`config.mk`:
```
export PLATFORM = sky130hd
export DESIGN_NAME = uir_irq_addr
export DESIGN_NICKNAME = d
export VERILOG_FILES = /design/src/core/uir_pkg.sv /design/src/core/uir_irq_addr.sv /design/src/core/uir_quiet_timer.sv /design/src/core/uir_sticky_flag.sv
export VERILOG_INCLUDE_DIRS = /design/src /design/src/core
export SDC_FILE = /design/constraint.sdc
export NUM_CORES = 1
export LEC_CHECK = 0
export BUFFER_PORTS_ARGS = -buffer_cell sky130_fd_sc_hd__buf_4
export CAP_MARGIN = 20
export CORE_ASPECT_RATIO = 1.5
export CORE_MARGIN = 3
export CORE_UTILIZATION = 41
export CTS_CLUSTER_SIZE = 8
export DETAILED_ROUTE_END_ITERATION = 12
export GPL_ROUTABILITY_DRIVEN = 0
export PLACE_DENSITY = 0.76
export SYNTH_ARGS = -nofsm -noshare
export SYNTH_HDL_FRONTEND = slang
export SYNTH_SLANG_ARGS = --single-unit
export TNS_END_PERCENT = 10
```
`constraint.sdc`:
```
create_clock -name clk_i -period 1.8 [get_ports clk_i]
set_clock_uncertainty 0.2 [all_clocks]
set_input_delay 0.09 -clock clk_i [delete_from_list [all_inputs] [get_ports clk_i]]
set_output_delay 0.09 -clock clk_i [all_outputs]
set_load 0.02 [all_outputs]
```
`src/core/uir_defines.svh`:
```
// constants of the usb interrupt enable, event flag and device address block
// assumes a 200 MHz system clock and 32-bit aligned register words
`ifndef UIR_DEFINES_SVH
`define UIR_DEFINES_SVH

// ==========================================================================
// register byte offsets
`define UIR_OFS_IRQ_ENABLE        12'h000
`define UIR_OFS_IRQ_EVENT_FLAGS   12'h004
`define UIR_OFS_DEVICE_ADDRESS    12'h008

// ==========================================================================
// irq_enable field positions
`define UIR_EN_IN_NAK_BIT         15
`define UIR_EN_WAKE_FUNC_BIT      8
`define UIR_EN_WAKE_BIT           3
`define UIR_EN_FLOAT_BIT          2
`define UIR_EN_USB_BIT            1
`define UIR_EN_BUS_BIT            0
`define UIR_EN_WRITABLE           32'h0000_810F
`define UIR_EN_READ_MASK          32'h0000_010F

// ==========================================================================
// irq_event_flags field positions
`define UIR_EVF_SETUP_BIT         31
`define UIR_EVF_EP_LSB            16
`define UIR_EVF_WAKE_BIT          3
`define UIR_EVF_FLOAT_BIT         2
`define UIR_EVF_USB_BIT           1
`define UIR_EVF_BUS_BIT           0
`define UIR_EVF_TRANS_MASK        32'h803F_0000

// ==========================================================================
// device_address field and reset values
`define UIR_ADDR_WRITABLE         32'h0000_007F
`define UIR_RESET_VALUE           32'h0000_0000

// ==========================================================================
// timing
`define UIR_CLK_HZ                200000000
`define UIR_WAKE_QUIET_MS         20

// ==========================================================================
// axi4-lite responses
`define UIR_RESP_OKAY             2'h0
`define UIR_RESP_SLVERR           2'h2

`endif

```
`src/core/uir_pkg.sv`:
```
// types of the usb interrupt enable, event flag and device address block
// assumes event strobes are one-cycle pulses from the serial engine
package uir_pkg;

  // ==========================================================================
  // event strobes from the serial engine, one-cycle pulses
  typedef struct packed {
    logic       setup;       // setup transaction seen
    logic [5:0] endpoint;    // transaction event per endpoint 5..0
    logic       ep_is_nak;   // the endpoint event is an in nak
    logic       wake;        // wakeup from stop seen
    logic       floating;    // floating detect change
    logic       bus;         // bus event (reset, suspend, resume, timeout)
  } uir_events_t;

  // ==========================================================================
  // read strobes of neighbouring state registers, one-cycle pulses
  typedef struct packed {
    logic sys_state;         // system_state_reg was read
    logic bus_state;         // bus_state_reg was read
    logic float_det;         // floating_detect_reg was read
  } uir_rd_clr_t;

endpackage

```
`src/core/uir_irq_addr.sv`:
```
// usb device interrupt enable, event flag and device address registers
// behind an axi4-lite slave port
// assumes event and read strobes are one-cycle pulses on clk_i, and one
// outstanding write and one outstanding read from the bus master
`timescale 1ns/1ps
`include "uir_defines.svh"

module uir_irq_addr #(
  parameter int          ADDR_W            = 12,
  parameter int unsigned WAKE_QUIET_CYCLES = `UIR_WAKE_QUIET_MS * (`UIR_CLK_HZ / 1000)
) (
  input  wire logic                   clk_i,
  input  wire logic                   rst_n_i,
  // axi4-lite write address
  input  wire logic [ADDR_W-1:0]      s_axil_awaddr_i,
  input  wire logic                   s_axil_awvalid_i,
  output logic                        s_axil_awready_o,
  // axi4-lite write data
  input  wire logic [31:0]            s_axil_wdata_i,
  input  wire logic [3:0]             s_axil_wstrb_i,
  input  wire logic                   s_axil_wvalid_i,
  output logic                        s_axil_wready_o,
  // axi4-lite write response
  output logic [1:0]                  s_axil_bresp_o,
  output logic                        s_axil_bvalid_o,
  input  wire logic                   s_axil_bready_i,
  // axi4-lite read address
  input  wire logic [ADDR_W-1:0]      s_axil_araddr_i,
  input  wire logic                   s_axil_arvalid_i,
  output logic                        s_axil_arready_o,
  // axi4-lite read data
  output logic [31:0]                 s_axil_rdata_o,
  output logic [1:0]                  s_axil_rresp_o,
  output logic                        s_axil_rvalid_o,
  input  wire logic                   s_axil_rready_i,
  // serial engine side
  input  wire uir_pkg::uir_events_t   events_i,
  input  wire uir_pkg::uir_rd_clr_t   rd_clear_i,
  output logic [6:0]                  device_address_o,
  output logic                        wake_function_enable_o,
  output logic                        in_negative_ack_irq_enable_o,
  // interrupt to the system interrupt controller
  output logic                        irq_o
);

  import uir_pkg::*;

  // word index of each register, byte lane bits dropped
  localparam logic [ADDR_W-3:0] EN_IX   = (ADDR_W-2)'(`UIR_OFS_IRQ_ENABLE >> 2);
  localparam logic [ADDR_W-3:0] EVF_IX  = (ADDR_W-2)'(`UIR_OFS_IRQ_EVENT_FLAGS >> 2);
  localparam logic [ADDR_W-3:0] ADDR_IX = (ADDR_W-2)'(`UIR_OFS_DEVICE_ADDRESS >> 2);

  // ==========================================================================
  // bus slave state
  logic              aw_held;        // write address captured
  logic              next_aw_held;
  logic [ADDR_W-1:0] aw_addr;        // captured write address
  logic [ADDR_W-1:0] next_aw_addr;
  logic              w_held;         // write data captured
  logic              next_w_held;
  logic [31:0]       w_data;         // captured write data
  logic [31:0]       next_w_data;
  logic [3:0]        w_strb;         // captured byte strobes
  logic [3:0]        next_w_strb;
  logic              bvalid;         // write response pending
  logic              next_bvalid;
  logic [1:0]        bresp;          // write response code
  logic [1:0]        next_bresp;
  logic              rvalid;         // read response pending
  logic              next_rvalid;
  logic [1:0]        rresp;          // read response code
  logic [1:0]        next_rresp;
  logic [31:0]       rdata;          // read data
  logic [31:0]       next_rdata;

  // ==========================================================================
  // register state
  logic [31:0]       irq_enable;          // interrupt enables
  logic [31:0]       next_irq_enable;
  logic [31:0]       device_address;      // device address word
  logic [31:0]       next_device_address;
  logic [31:0]       irq_event_flags;     // sticky event flags
  logic [31:0]       flag_set;            // set vector for the flags
  logic [31:0]       flag_clr;            // clear vector for the flags
  logic              trans_any;           // setup or endpoint flag held
  logic              trans_any_d;         // trans_any one cycle ago
  logic              next_trans_any_d;
  logic              wake_release;        // wakeup quiet time elapsed

  // ==========================================================================
  // bus decode
  logic              do_write;       // both halves of a write are here
  logic              do_read;        // read address taken this cycle
  logic [31:0]       byte_mask;      // wstrb spread to bits
  logic [31:0]       w1c;            // write-one-to-clear bits
  logic              wr_en_sel;      // write hits irq_enable
  logic              wr_evf_sel;     // write hits irq_event_flags
  logic              wr_addr_sel;    // write hits device_address

  // a write is done once both address and data are held
  always_comb begin
    do_write    = aw_held && w_held && !bvalid;
    do_read     = s_axil_arvalid_i && !rvalid;
    byte_mask   = {{8{w_strb[3]}}, {8{w_strb[2]}}, {8{w_strb[1]}}, {8{w_strb[0]}}};
    wr_en_sel   = do_write && (aw_addr[ADDR_W-1:2] == EN_IX);
    wr_evf_sel  = do_write && (aw_addr[ADDR_W-1:2] == EVF_IX);
    wr_addr_sel = do_write && (aw_addr[ADDR_W-1:2] == ADDR_IX);
    w1c         = wr_evf_sel ? (w_data & byte_mask) : '0;
  end

  // handshake outputs; each channel is taken once and held
  assign s_axil_awready_o = !aw_held && !bvalid;
  assign s_axil_wready_o  = !w_held && !bvalid;
  assign s_axil_arready_o = !rvalid;

  // ==========================================================================
  // write channel: capture, perform, respond
  always_comb begin
    next_aw_held = aw_held;
    next_aw_addr = aw_addr;
    next_w_held  = w_held;
    next_w_data  = w_data;
    next_w_strb  = w_strb;
    next_bvalid  = bvalid;
    next_bresp   = bresp;
    // capture address
    if (s_axil_awvalid_i && s_axil_awready_o) begin
      next_aw_held = 1'b1;
      next_aw_addr = s_axil_awaddr_i;
    end
    // capture data
    if (s_axil_wvalid_i && s_axil_wready_o) begin
      next_w_held = 1'b1;
      next_w_data = s_axil_wdata_i;
      next_w_strb = s_axil_wstrb_i;
    end
    // perform and raise the response
    if (do_write) begin
      next_aw_held = 1'b0;
      next_w_held  = 1'b0;
      next_bvalid  = 1'b1;
      next_bresp   = (wr_en_sel || wr_evf_sel || wr_addr_sel) ? `UIR_RESP_OKAY : `UIR_RESP_SLVERR;
    end else if (bvalid && s_axil_bready_i) begin
      next_bvalid = 1'b0;
    end
  end

  // register write channel
  always_ff @(posedge clk_i or negedge rst_n_i) begin
    if (!rst_n_i) begin
      aw_held <= 1'b0;
      aw_addr <= '0;
      w_held  <= 1'b0;
      w_data  <= '0;
      w_strb  <= '0;
      bvalid  <= 1'b0;
      bresp   <= `UIR_RESP_OKAY;
    end else begin
      aw_held <= next_aw_held;
      aw_addr <= next_aw_addr;
      w_held  <= next_w_held;
      w_data  <= next_w_data;
      w_strb  <= next_w_strb;
      bvalid  <= next_bvalid;
      bresp   <= next_bresp;
    end
  end

  assign s_axil_bvalid_o = bvalid;
  assign s_axil_bresp_o  = bresp;

  // ==========================================================================
  // read channel: answer one cycle after the address is taken
  always_comb begin
    next_rvalid = rvalid;
    next_rresp  = rresp;
    next_rdata  = rdata;
    if (do_read) begin
      next_rvalid = 1'b1;
      next_rresp  = `UIR_RESP_OKAY;
      unique case (s_axil_araddr_i[ADDR_W-1:2])
        // in nak enable reads back as zero
        EN_IX: begin
          next_rdata = irq_enable & `UIR_EN_READ_MASK;
        end
        EVF_IX: begin
          next_rdata = irq_event_flags;
        end
        ADDR_IX: begin
          next_rdata = device_address;
        end
        // unmapped: zero data with slave error
        default: begin
          next_rdata = '0;
          next_rresp = `UIR_RESP_SLVERR;
        end
      endcase
    end else if (rvalid && s_axil_rready_i) begin
      next_rvalid = 1'b0;
    end
  end

  // register read channel
  always_ff @(posedge clk_i or negedge rst_n_i) begin
    if (!rst_n_i) begin
      rvalid <= 1'b0;
      rresp  <= `UIR_RESP_OKAY;
      rdata  <= '0;
    end else begin
      rvalid <= next_rvalid;
      rresp  <= next_rresp;
      rdata  <= next_rdata;
    end
  end

  assign s_axil_rvalid_o = rvalid;
  assign s_axil_rresp_o  = rresp;
  assign s_axil_rdata_o  = rdata;

  // ==========================================================================
  // enable and address registers
  always_comb begin
    next_irq_enable     = irq_enable;
    next_device_address = device_address;
    // only the documented enable bits hold a value
    if (wr_en_sel) begin
      next_irq_enable = (irq_enable & ~(byte_mask & `UIR_EN_WRITABLE))
                      | (w_data & byte_mask & `UIR_EN_WRITABLE);
    end
    // seven address bits, the rest stay zero
    if (wr_addr_sel) begin
      next_device_address = (device_address & ~(byte_mask & `UIR_ADDR_WRITABLE))
                          | (w_data & byte_mask & `UIR_ADDR_WRITABLE);
    end
  end

  // register enables and address
  always_ff @(posedge clk_i or negedge rst_n_i) begin
    if (!rst_n_i) begin
      irq_enable     <= `UIR_RESET_VALUE;
      device_address <= `UIR_RESET_VALUE;
    end else begin
      irq_enable     <= next_irq_enable;
      device_address <= next_device_address;
    end
  end

  assign device_address_o             = device_address[6:0];
  assign wake_function_enable_o       = irq_enable[`UIR_EN_WAKE_FUNC_BIT];
  assign in_negative_ack_irq_enable_o = irq_enable[`UIR_EN_IN_NAK_BIT];

  // ==========================================================================
  // event flag set and clear vectors
  always_comb begin
    flag_set = '0;
    flag_clr = w1c;
    // an in nak event is dropped while its enable is off
    if (!events_i.ep_is_nak || irq_enable[`UIR_EN_IN_NAK_BIT]) begin
      flag_set[`UIR_EVF_EP_LSB +: 6] = events_i.endpoint;
      flag_set[`UIR_EVF_USB_BIT]     = |events_i.endpoint;
    end
    flag_set[`UIR_EVF_SETUP_BIT] = events_i.setup;
    if (events_i.setup) begin
      flag_set[`UIR_EVF_USB_BIT] = 1'b1;
    end
    flag_set[`UIR_EVF_WAKE_BIT]  = wake_release;
    flag_set[`UIR_EVF_FLOAT_BIT] = events_i.floating;
    flag_set[`UIR_EVF_BUS_BIT]   = events_i.bus;
    // state register reads clear the flags they report
    if (rd_clear_i.sys_state) begin
      flag_clr = flag_clr | `UIR_EVF_TRANS_MASK;
    end
    if (rd_clear_i.bus_state) begin
      flag_clr[`UIR_EVF_BUS_BIT] = 1'b1;
    end
    if (rd_clear_i.float_det) begin
      flag_clr[`UIR_EVF_FLOAT_BIT] = 1'b1;
    end
    // usb flag drops once setup and endpoint flags have all emptied
    if (trans_any_d && !trans_any) begin
      flag_clr[`UIR_EVF_USB_BIT] = 1'b1;
    end
  end

  // sticky flags, set wins over clear
  uir_sticky_flag #(
    .WIDTH (32)
  ) u_flags (
    .clk_i   (clk_i),
    .rst_n_i (rst_n_i),
    .set_i   (flag_set),
    .clr_i   (flag_clr),
    .flag_o  (irq_event_flags)
  );

  // remember whether transaction flags were held last cycle
  always_comb begin
    trans_any        = |(irq_event_flags & `UIR_EVF_TRANS_MASK);
    next_trans_any_d = trans_any;
  end

  // register the history bit
  always_ff @(posedge clk_i or negedge rst_n_i) begin
    if (!rst_n_i) begin
      trans_any_d <= 1'b0;
    end else begin
      trans_any_d <= next_trans_any_d;
    end
  end

  // ==========================================================================
  // wakeup hold-off: wait for other usb events to stay absent
  uir_quiet_timer #(
    .CYCLES (WAKE_QUIET_CYCLES)
  ) u_wake_quiet (
    .clk_i   (clk_i),
    .rst_n_i (rst_n_i),
    .start_i (events_i.wake),
    .busy_i  (|(irq_event_flags & ~(32'h1 << `UIR_EVF_WAKE_BIT))),
    .fire_o  (wake_release)
  );

  // ==========================================================================
  // single interrupt line, the controller input must be enabled too
  assign irq_o = |(irq_event_flags[3:0] & irq_enable[3:0]);

endmodule // uir_irq_addr

```
`src/core/uir_quiet_timer.sv`:
```
// holds off an event until a busy level has been low for a number of cycles
// assumes start_i is a one-cycle pulse and busy_i a level
`timescale 1ns/1ps

module uir_quiet_timer #(
  parameter int unsigned CYCLES = 4000000
) (
  input  wire logic clk_i,
  input  wire logic rst_n_i,
  input  wire logic start_i,
  input  wire logic busy_i,
  output logic      fire_o
);

  localparam int CW = $clog2(CYCLES + 1);

  // ==========================================================================
  // state
  logic          armed;       // a wakeup is waiting
  logic          next_armed;
  logic [CW-1:0] count;       // quiet cycles seen so far
  logic [CW-1:0] next_count;
  logic          fire;        // one-cycle release pulse
  logic          next_fire;

  // count quiet cycles; any busy cycle starts the wait again
  always_comb begin
    next_armed = armed;
    next_count = count;
    next_fire  = 1'b0;
    if (start_i) begin
      next_armed = 1'b1;
      next_count = '0;
    end else if (armed) begin
      if (busy_i) begin
        next_count = '0;
      end else if (count >= CW'(CYCLES)) begin
        next_fire  = 1'b1;
        next_armed = 1'b0;
        next_count = '0;
      end else begin
        next_count = count + CW'(1);
      end
    end
  end

  // register the timer
  always_ff @(posedge clk_i or negedge rst_n_i) begin
    if (!rst_n_i) begin
      armed <= 1'b0;
      count <= '0;
      fire  <= 1'b0;
    end else begin
      armed <= next_armed;
      count <= next_count;
      fire  <= next_fire;
    end
  end

  assign fire_o = fire;

endmodule // uir_quiet_timer

```
`src/core/uir_sticky_flag.sv`:
```
// vector of sticky flags, set by hardware and cleared by a clear vector
// assumes set and clear are synchronous to clk_i
`timescale 1ns/1ps

module uir_sticky_flag #(
  parameter int WIDTH = 32
) (
  input  wire logic             clk_i,
  input  wire logic             rst_n_i,
  input  wire logic [WIDTH-1:0] set_i,
  input  wire logic [WIDTH-1:0] clr_i,
  output logic      [WIDTH-1:0] flag_o
);

  // ==========================================================================
  // state
  logic [WIDTH-1:0] flag;       // held flags
  logic [WIDTH-1:0] next_flag;  // next flags

  // set wins over clear in the same cycle so no event is lost
  always_comb begin
    next_flag = (flag & ~clr_i) | set_i;
  end

  // register the flags
  always_ff @(posedge clk_i or negedge rst_n_i) begin
    if (!rst_n_i) begin
      flag <= '0;
    end else begin
      flag <= next_flag;
    end
  end

  assign flag_o = flag;

endmodule // uir_sticky_flag

```
* Yosys cells after proc, flatten, opt, wreduce, memory -nomap -nowiden *
Index checks and enable logic that the tools add are counted.

storage, ports and cells
  flip-flop bits (word level) = 209
  bits in latches = 0
  RAM bits = 0
  ROM bits = 0
  input port bits = 81
  output and inout port bits = 51
  word-level logic and storage cells = 99
  memories kept = 0

cells by class
  add/subtract/negate cells = 1
  $mul = 0
  div/mod/pow operators = 0
  $lt $le $gt $ge = 1
  equality and inequality tests = 4
  shift-type cells = 0
  mux-type cells = 31
  bitwise operators = 11
  reductions and logical operators = 34

operator list
  kind                                             count
  AND 32 bit                                       4
  case mux 32 bit (3 select lines)                 1
  2-to-1 mux 22 bit                                4
  2-to-1 mux 32 bit                                2
  inverter 16 -> 32 bit                            1
  inverter 32 bit                                  1
  inverter 7 -> 32 bit                             1
  OR 32 x 16 -> 32 bit                             1
  OR 32 bit                                        1
  OR 32 x 7 -> 32 bit                              1
  OR reduction 31 bit                              1
  adder 22 x 1 -> 22 bit (second input constant)   1
  >= comparator 22 bit (second input constant)     1
  2-to-1 mux 1 bit                                 21
  == test 10 x 1 -> 1 bit (second input constant)  2
  == test 10 x 2 -> 1 bit (second input constant)  2
  zero test 10 bit                                 2
  logical AND 1 bit                                13
  nonzero test 2 bit                               5
  OR reduction 7 bit                               1
  zero test 1 bit                                  6
  2-to-1 mux 6 bit                                 1
  OR reduction 6 bit                               1
  AND 4 bit                                        1
  4 further kinds                                  7

* Longest topological paths before layout *
  word-level depth = 9
  mapped depth = 6
  depth with buffers taken out = 6

* By module *
From an unflattened synthesis, not the netlist that was laid out.

unflattened totals
  cells, all modules = 598
  area total of the unflattened synthesis = 6916.6 µm²

by module, submodules not included
  module           times used  cells each  area each (µm²)  seq. area each (µm²)
  uir_irq_addr     1           348         4384.2           2452.4
  uir_quiet_timer  1           154         1371.3           600.6
  uir_sticky_flag  1           96          1161.1           800.8

* Worst setup path before layout *
No wires, ideal clock.

  path kind = flip-flop to flip-flop
  start = reg bvalid, in the netlist s_axil_bvalid_o
  end = reg w_data[10]
  library setup time = 125 ps
  data arrival time = 1730 ps
  path slack = -255 ps
  cell stages (with the launch flop) = 6
  path through = dfrtp_1 -> nor2_1 -> and2_1 -> buf_2 -> buf_2 -> mux2_2

on the way
  longest elaborated chain between the ends = 3

ends and longest elaborated chain
  item                    RTL line             RTL
  from (decl)             uir_irq_addr.sv:65   logic bvalid;
  from (signal assigned)  uir_irq_addr.sv:164  bvalid <= next_bvalid;
  zero test 1 bit         uir_irq_addr.sv:113  assign s_axil_wready_o = !w_held && !bvalid;
  logical AND 1 bit       uir_irq_addr.sv:113
  net s_axil_wready_o     uir_irq_addr.sv:22   output logic s_axil_wready_o,
  logical AND 1 bit       uir_irq_addr.sv:132  if (s_axil_wvalid_i && s_axil_wready_o) begin
  to (signal assigned)    uir_irq_addr.sv:162  w_data <= next_w_data;
  to (decl)               uir_irq_addr.sv:61   logic [31:0] w_data;

The timed path passes the listed nets, and every way through them passes these cells.
A chain may end at the register's enable or synchronous reset.

* Worst setup path after layout *
  start = reg u_flags.flag[26], in the netlist u_flags.flag_o[26]
  end = reg u_wake_quiet.count[7]

on the way
  longest elaborated chain between the ends = 4

ends and longest elaborated chain
  item                    RTL line               RTL
  from (decl)             uir_sticky_flag.sv:17  logic [WIDTH-1:0] flag;
  from (signal assigned)  uir_sticky_flag.sv:30  flag <= next_flag;
  OR reduction 31 bit     uir_irq_addr.sv:319    .busy_i (|(irq_event_flags & ~(32'h1 << `UIR_EVF_WAKE_BIT))),
  2-to-1 mux 22 bit       uir_quiet_timer.sv:35  if (busy_i) begin
  2-to-1 mux 22 bit       uir_quiet_timer.sv:34  end else if (armed) begin
  2-to-1 mux 22 bit       uir_quiet_timer.sv:31  if (start_i) begin
  to (signal assigned)    uir_quiet_timer.sv:55  count <= next_count;
  to (decl)               uir_quiet_timer.sv:21  logic [CW-1:0] count;

No other way between the ends. The select of a mux whose other input is x is not followed.

==> metrics.txt <==
max-cap violations 0; Clk pin slew, worst setup/hold paths 60 ps; CP max FO 41; crit-path leading delay family simple AND/OR/NAND/NOR gates; Slew Limit Fails 0; most frequent cells after synthesis dfrtp_1 (154), mux2_2 (59), a22o_1 (30), o21ai_0 (26); post-synthesis sequential area ratio 59.3%; vias in the first global route 5871; #FFs+latches synth 154; Reg-to-Reg Start u_flags.flag_o[26]$_DFF_PN0_; die area 17400 um2; largest net degree at the start of global routing 44; Power Total 0.0102 W; ANT cells 0; synthesized cell area 6500 um2; core area 15300 um2; DRT iter0 DRCs 256; Hold Crit Class input pin to register; grt ovf 0; number of cells produced by synthesis 509; CP arrival 2200 ps; wire per inst 18.8 um; crit share post-route 114%; Layout Utilization 64.3%; Via Count 5375; DP Area 8290 um2; Max VDD drop 0.616 mV; switching power 0.00280 W; clk sinks 154; first-pass GRT wire length 29400 um; power share of the clock group 36.3%; Setup WS post-layout -246 ps; Crit-path slowest cell dfrtp_1; via/cell ratio 5.36; DR pass1 iterations 4; DRC violations left 0; Cell variety after synth 52; final hold violations 0; Flop pwr share 44.8%; failing checks negative setup slack; detailed placement HPWL 12700 um; Longest Clk Path Bufs 2; pwr/cell area 1040 nW/um2; # setup viols final 58; reg2reg path depth 7; Final min period 2050 ps; Initial Util 42.5%; Avg Cell Area, Syn 12.8 um2; main area contributors after synthesis dfrtp_1 (59%), mux2_2 (10%), a22o_1 (4.0%); GRT Total Usage 21.8%; Die X 109 um; Synth top area share 59.3%; Sw Ratio 27.3%; share of cells above drive strength 1 43.4%; final WL 18900 um; Comb pwr share 18.9%; Post-synth EDFFs 0; row count 55; launch point of the worst path u_flags.flag_o[26]$_DFF_PN0_; CTS Root Cell clkbuf_16; asr flop ratio synth 100%; CTS Buf Count 17; ANT nets after route 0; worst slew pin tran 605 ps; critical-path cell list nor4_4 > buf_4 > and4_4 > nand4b_4 > buf_12 > nor4_2 > a21o_1; CP Capture Type register; hold_sp s_axil_araddr_i[8]; Finished Cell Area 9830 um2; # H-tree levels 4; Stages on worst setup path 7; post-layout net count 874; ys flop type dfrtp_1; # port buffers 125; Hold Path Cell Cnt 5; Synth area leader dfrtp_1; Leakage 4.80 nW; CP bufs+invs 2; # IOs 132; CTS tree built; Crit Path Category register to register; cell-internal power 0.00745 W; Worst-Skew Late Latency 420 ps; Layout fillers 1120; initial antenna violation count 0; synth-to-layout area growth 51.2%; worst path required time 1960 ps; Synth Warn # 0; slowest stage delay, CP 420 ps; RSZ-0062 raised after global routing true; DIE HEIGHT 160 um; fmax 489 MHz; Slew headroom 59.6%; CP Launch Type register; most frequent cell after synthesis dfrtp_1; status complete, but fails checks
[through the flow]
| stage | worst slack (ps) | hold slack [ps] | setup TNS [ps] | cells |
|---|---|---|---|---|
| 3_3_place_gp | -362 | -177 | -10850 | 897 |
| 5_1_grt | -315 | 40.0 | -11510 | 1003 |
| 4_1_cts | -233 | 42.4 | -7970 | 1002 |
| 6_report | -246 | 19.5 | -6680 | 1003 |
| 3_5_place_dp | -398 | -176 | -14360 | 897 |
| 2_1_floorplan | -137 | -406 | -4770 | 510 |
[placed cells by master, fill, tap and decap left out, types with 17 or more instances in the layout]
cell	n
nand2_1	20
dfrtp_1	153
a21o_1	19
mux2_2	56
o21ai_0	22
clkbuf_16	17
buf_4	203
a22o_1	30
dlygate4sd3_1	72
a21boi_1	17
[worst reg2reg max path: stages, from the launching register on]
cell and delay, ps:
dfrtp_1 420, nor4_4 300, buf_4 160, and4_4 230, nand4b_4 110, buf_12 190
nor4_2 260, a21o_1 110
[metal layers]
metal | up-vias | global-route usage, % | part of all wire, % | routed length, um
met5 | - | 0 | 0 | 0
met1 | 2721 | 25.0 | 39 | 7390
met4 | 0 | 9.48 | 3.1 | 578
met2 | 160 | 38.7 | 54 | 10200
li1 | 2451 | - | - | -
met3 | 43 | 4.61 | 3.7 | 705
[registers in the layout, indices dropped and copies added, names as in the netlist, named ones only]
register and flops:
s_axil_bvalid_o 1, u_flags.flag_o 32, trans_any_d 1, s_axil_rvalid_o 1
s_axil_rresp_o 1, u_wake_quiet.count 22, u_wake_quiet.fire_o 1, s_axil_bresp_o 1
aw_addr 10, w_data 32, s_axil_rdata_o 32, u_wake_quiet.armed 1
w_strb 4, w_held 1, aw_held 1
[what timing repair did]
| action | 4_1_cts | 5_1_grt |
|---|---|---|
| resized for setup | 31 | 33 |
| pin swaps | 11 | 7 |
| hold endpoints to repair | 220 | 0 |
| setup buffers | 1 | 1 |
| hold buffers | 72 | 0 |
| setup endpoints to repair | 68 | 90 |
[worst paths after layout]
| path | to | slack [ps] |
|---|---|---|
| min in group asynchronous | aw_addr[5]$_DFFE_PN0P_ | 490 |
| worst min register to register | u_flags.flag_o[28]$_DFF_PN0_ | 250 |
| worst min-delay path | s_axil_rdata_o[6]$_DFFE_PN0P_ | 20 |
| max in group asynchronous | w_data[12]$_DFFE_PN0P_ | 290 |
| worst max-delay path | u_wake_quiet.count[7]$_DFFE_PN0P_ | -250 |
| worst max register to register | u_wake_quiet.count[7]$_DFFE_PN0P_ | -250 |
[power groups by stage]
stage          logic (W)  clock network [W]  registers (W)
2_1_floorplan   0.000978                  0        0.00447
3_3_place_gp     0.00164                  0        0.00451
3_5_place_dp     0.00171                  0        0.00456
4_1_cts          0.00188            0.00377        0.00453
5_1_grt          0.00208            0.00394        0.00466
6_report         0.00194            0.00372        0.00459
[cell families after synthesis]
| logic type | share of synthesized area, % |
|---|---|
| DFF | 59.3 |
| AOI/OAI and AO/OA | 14.7 |
| muxes | 10.7 |
| other | 0.0577 |
| buffers and inverters | 2.87 |
| adders and majority gates | 0.385 |
| and+or+nand+nor | 12.0 |
[final cells by class]
| cell class | count | area, um2 | area share (%) |
|---|---|---|---|
| repair buffers | 286 | 2420 | 24.6 |
| flip-flops and latches | 154 | 3850 | 39.2 |
| inverters | 12 | 45.0 | 0.458 |
| well taps | 199 | 249 | 2.53 |
| clock buffers | 17 | 425 | 4.33 |
| multi-input cells | 320 | 2640 | 26.9 |
| clock inverters | 15 | 189 | 1.92 |
No activity file was read; power rests on OpenSTA's default activity.
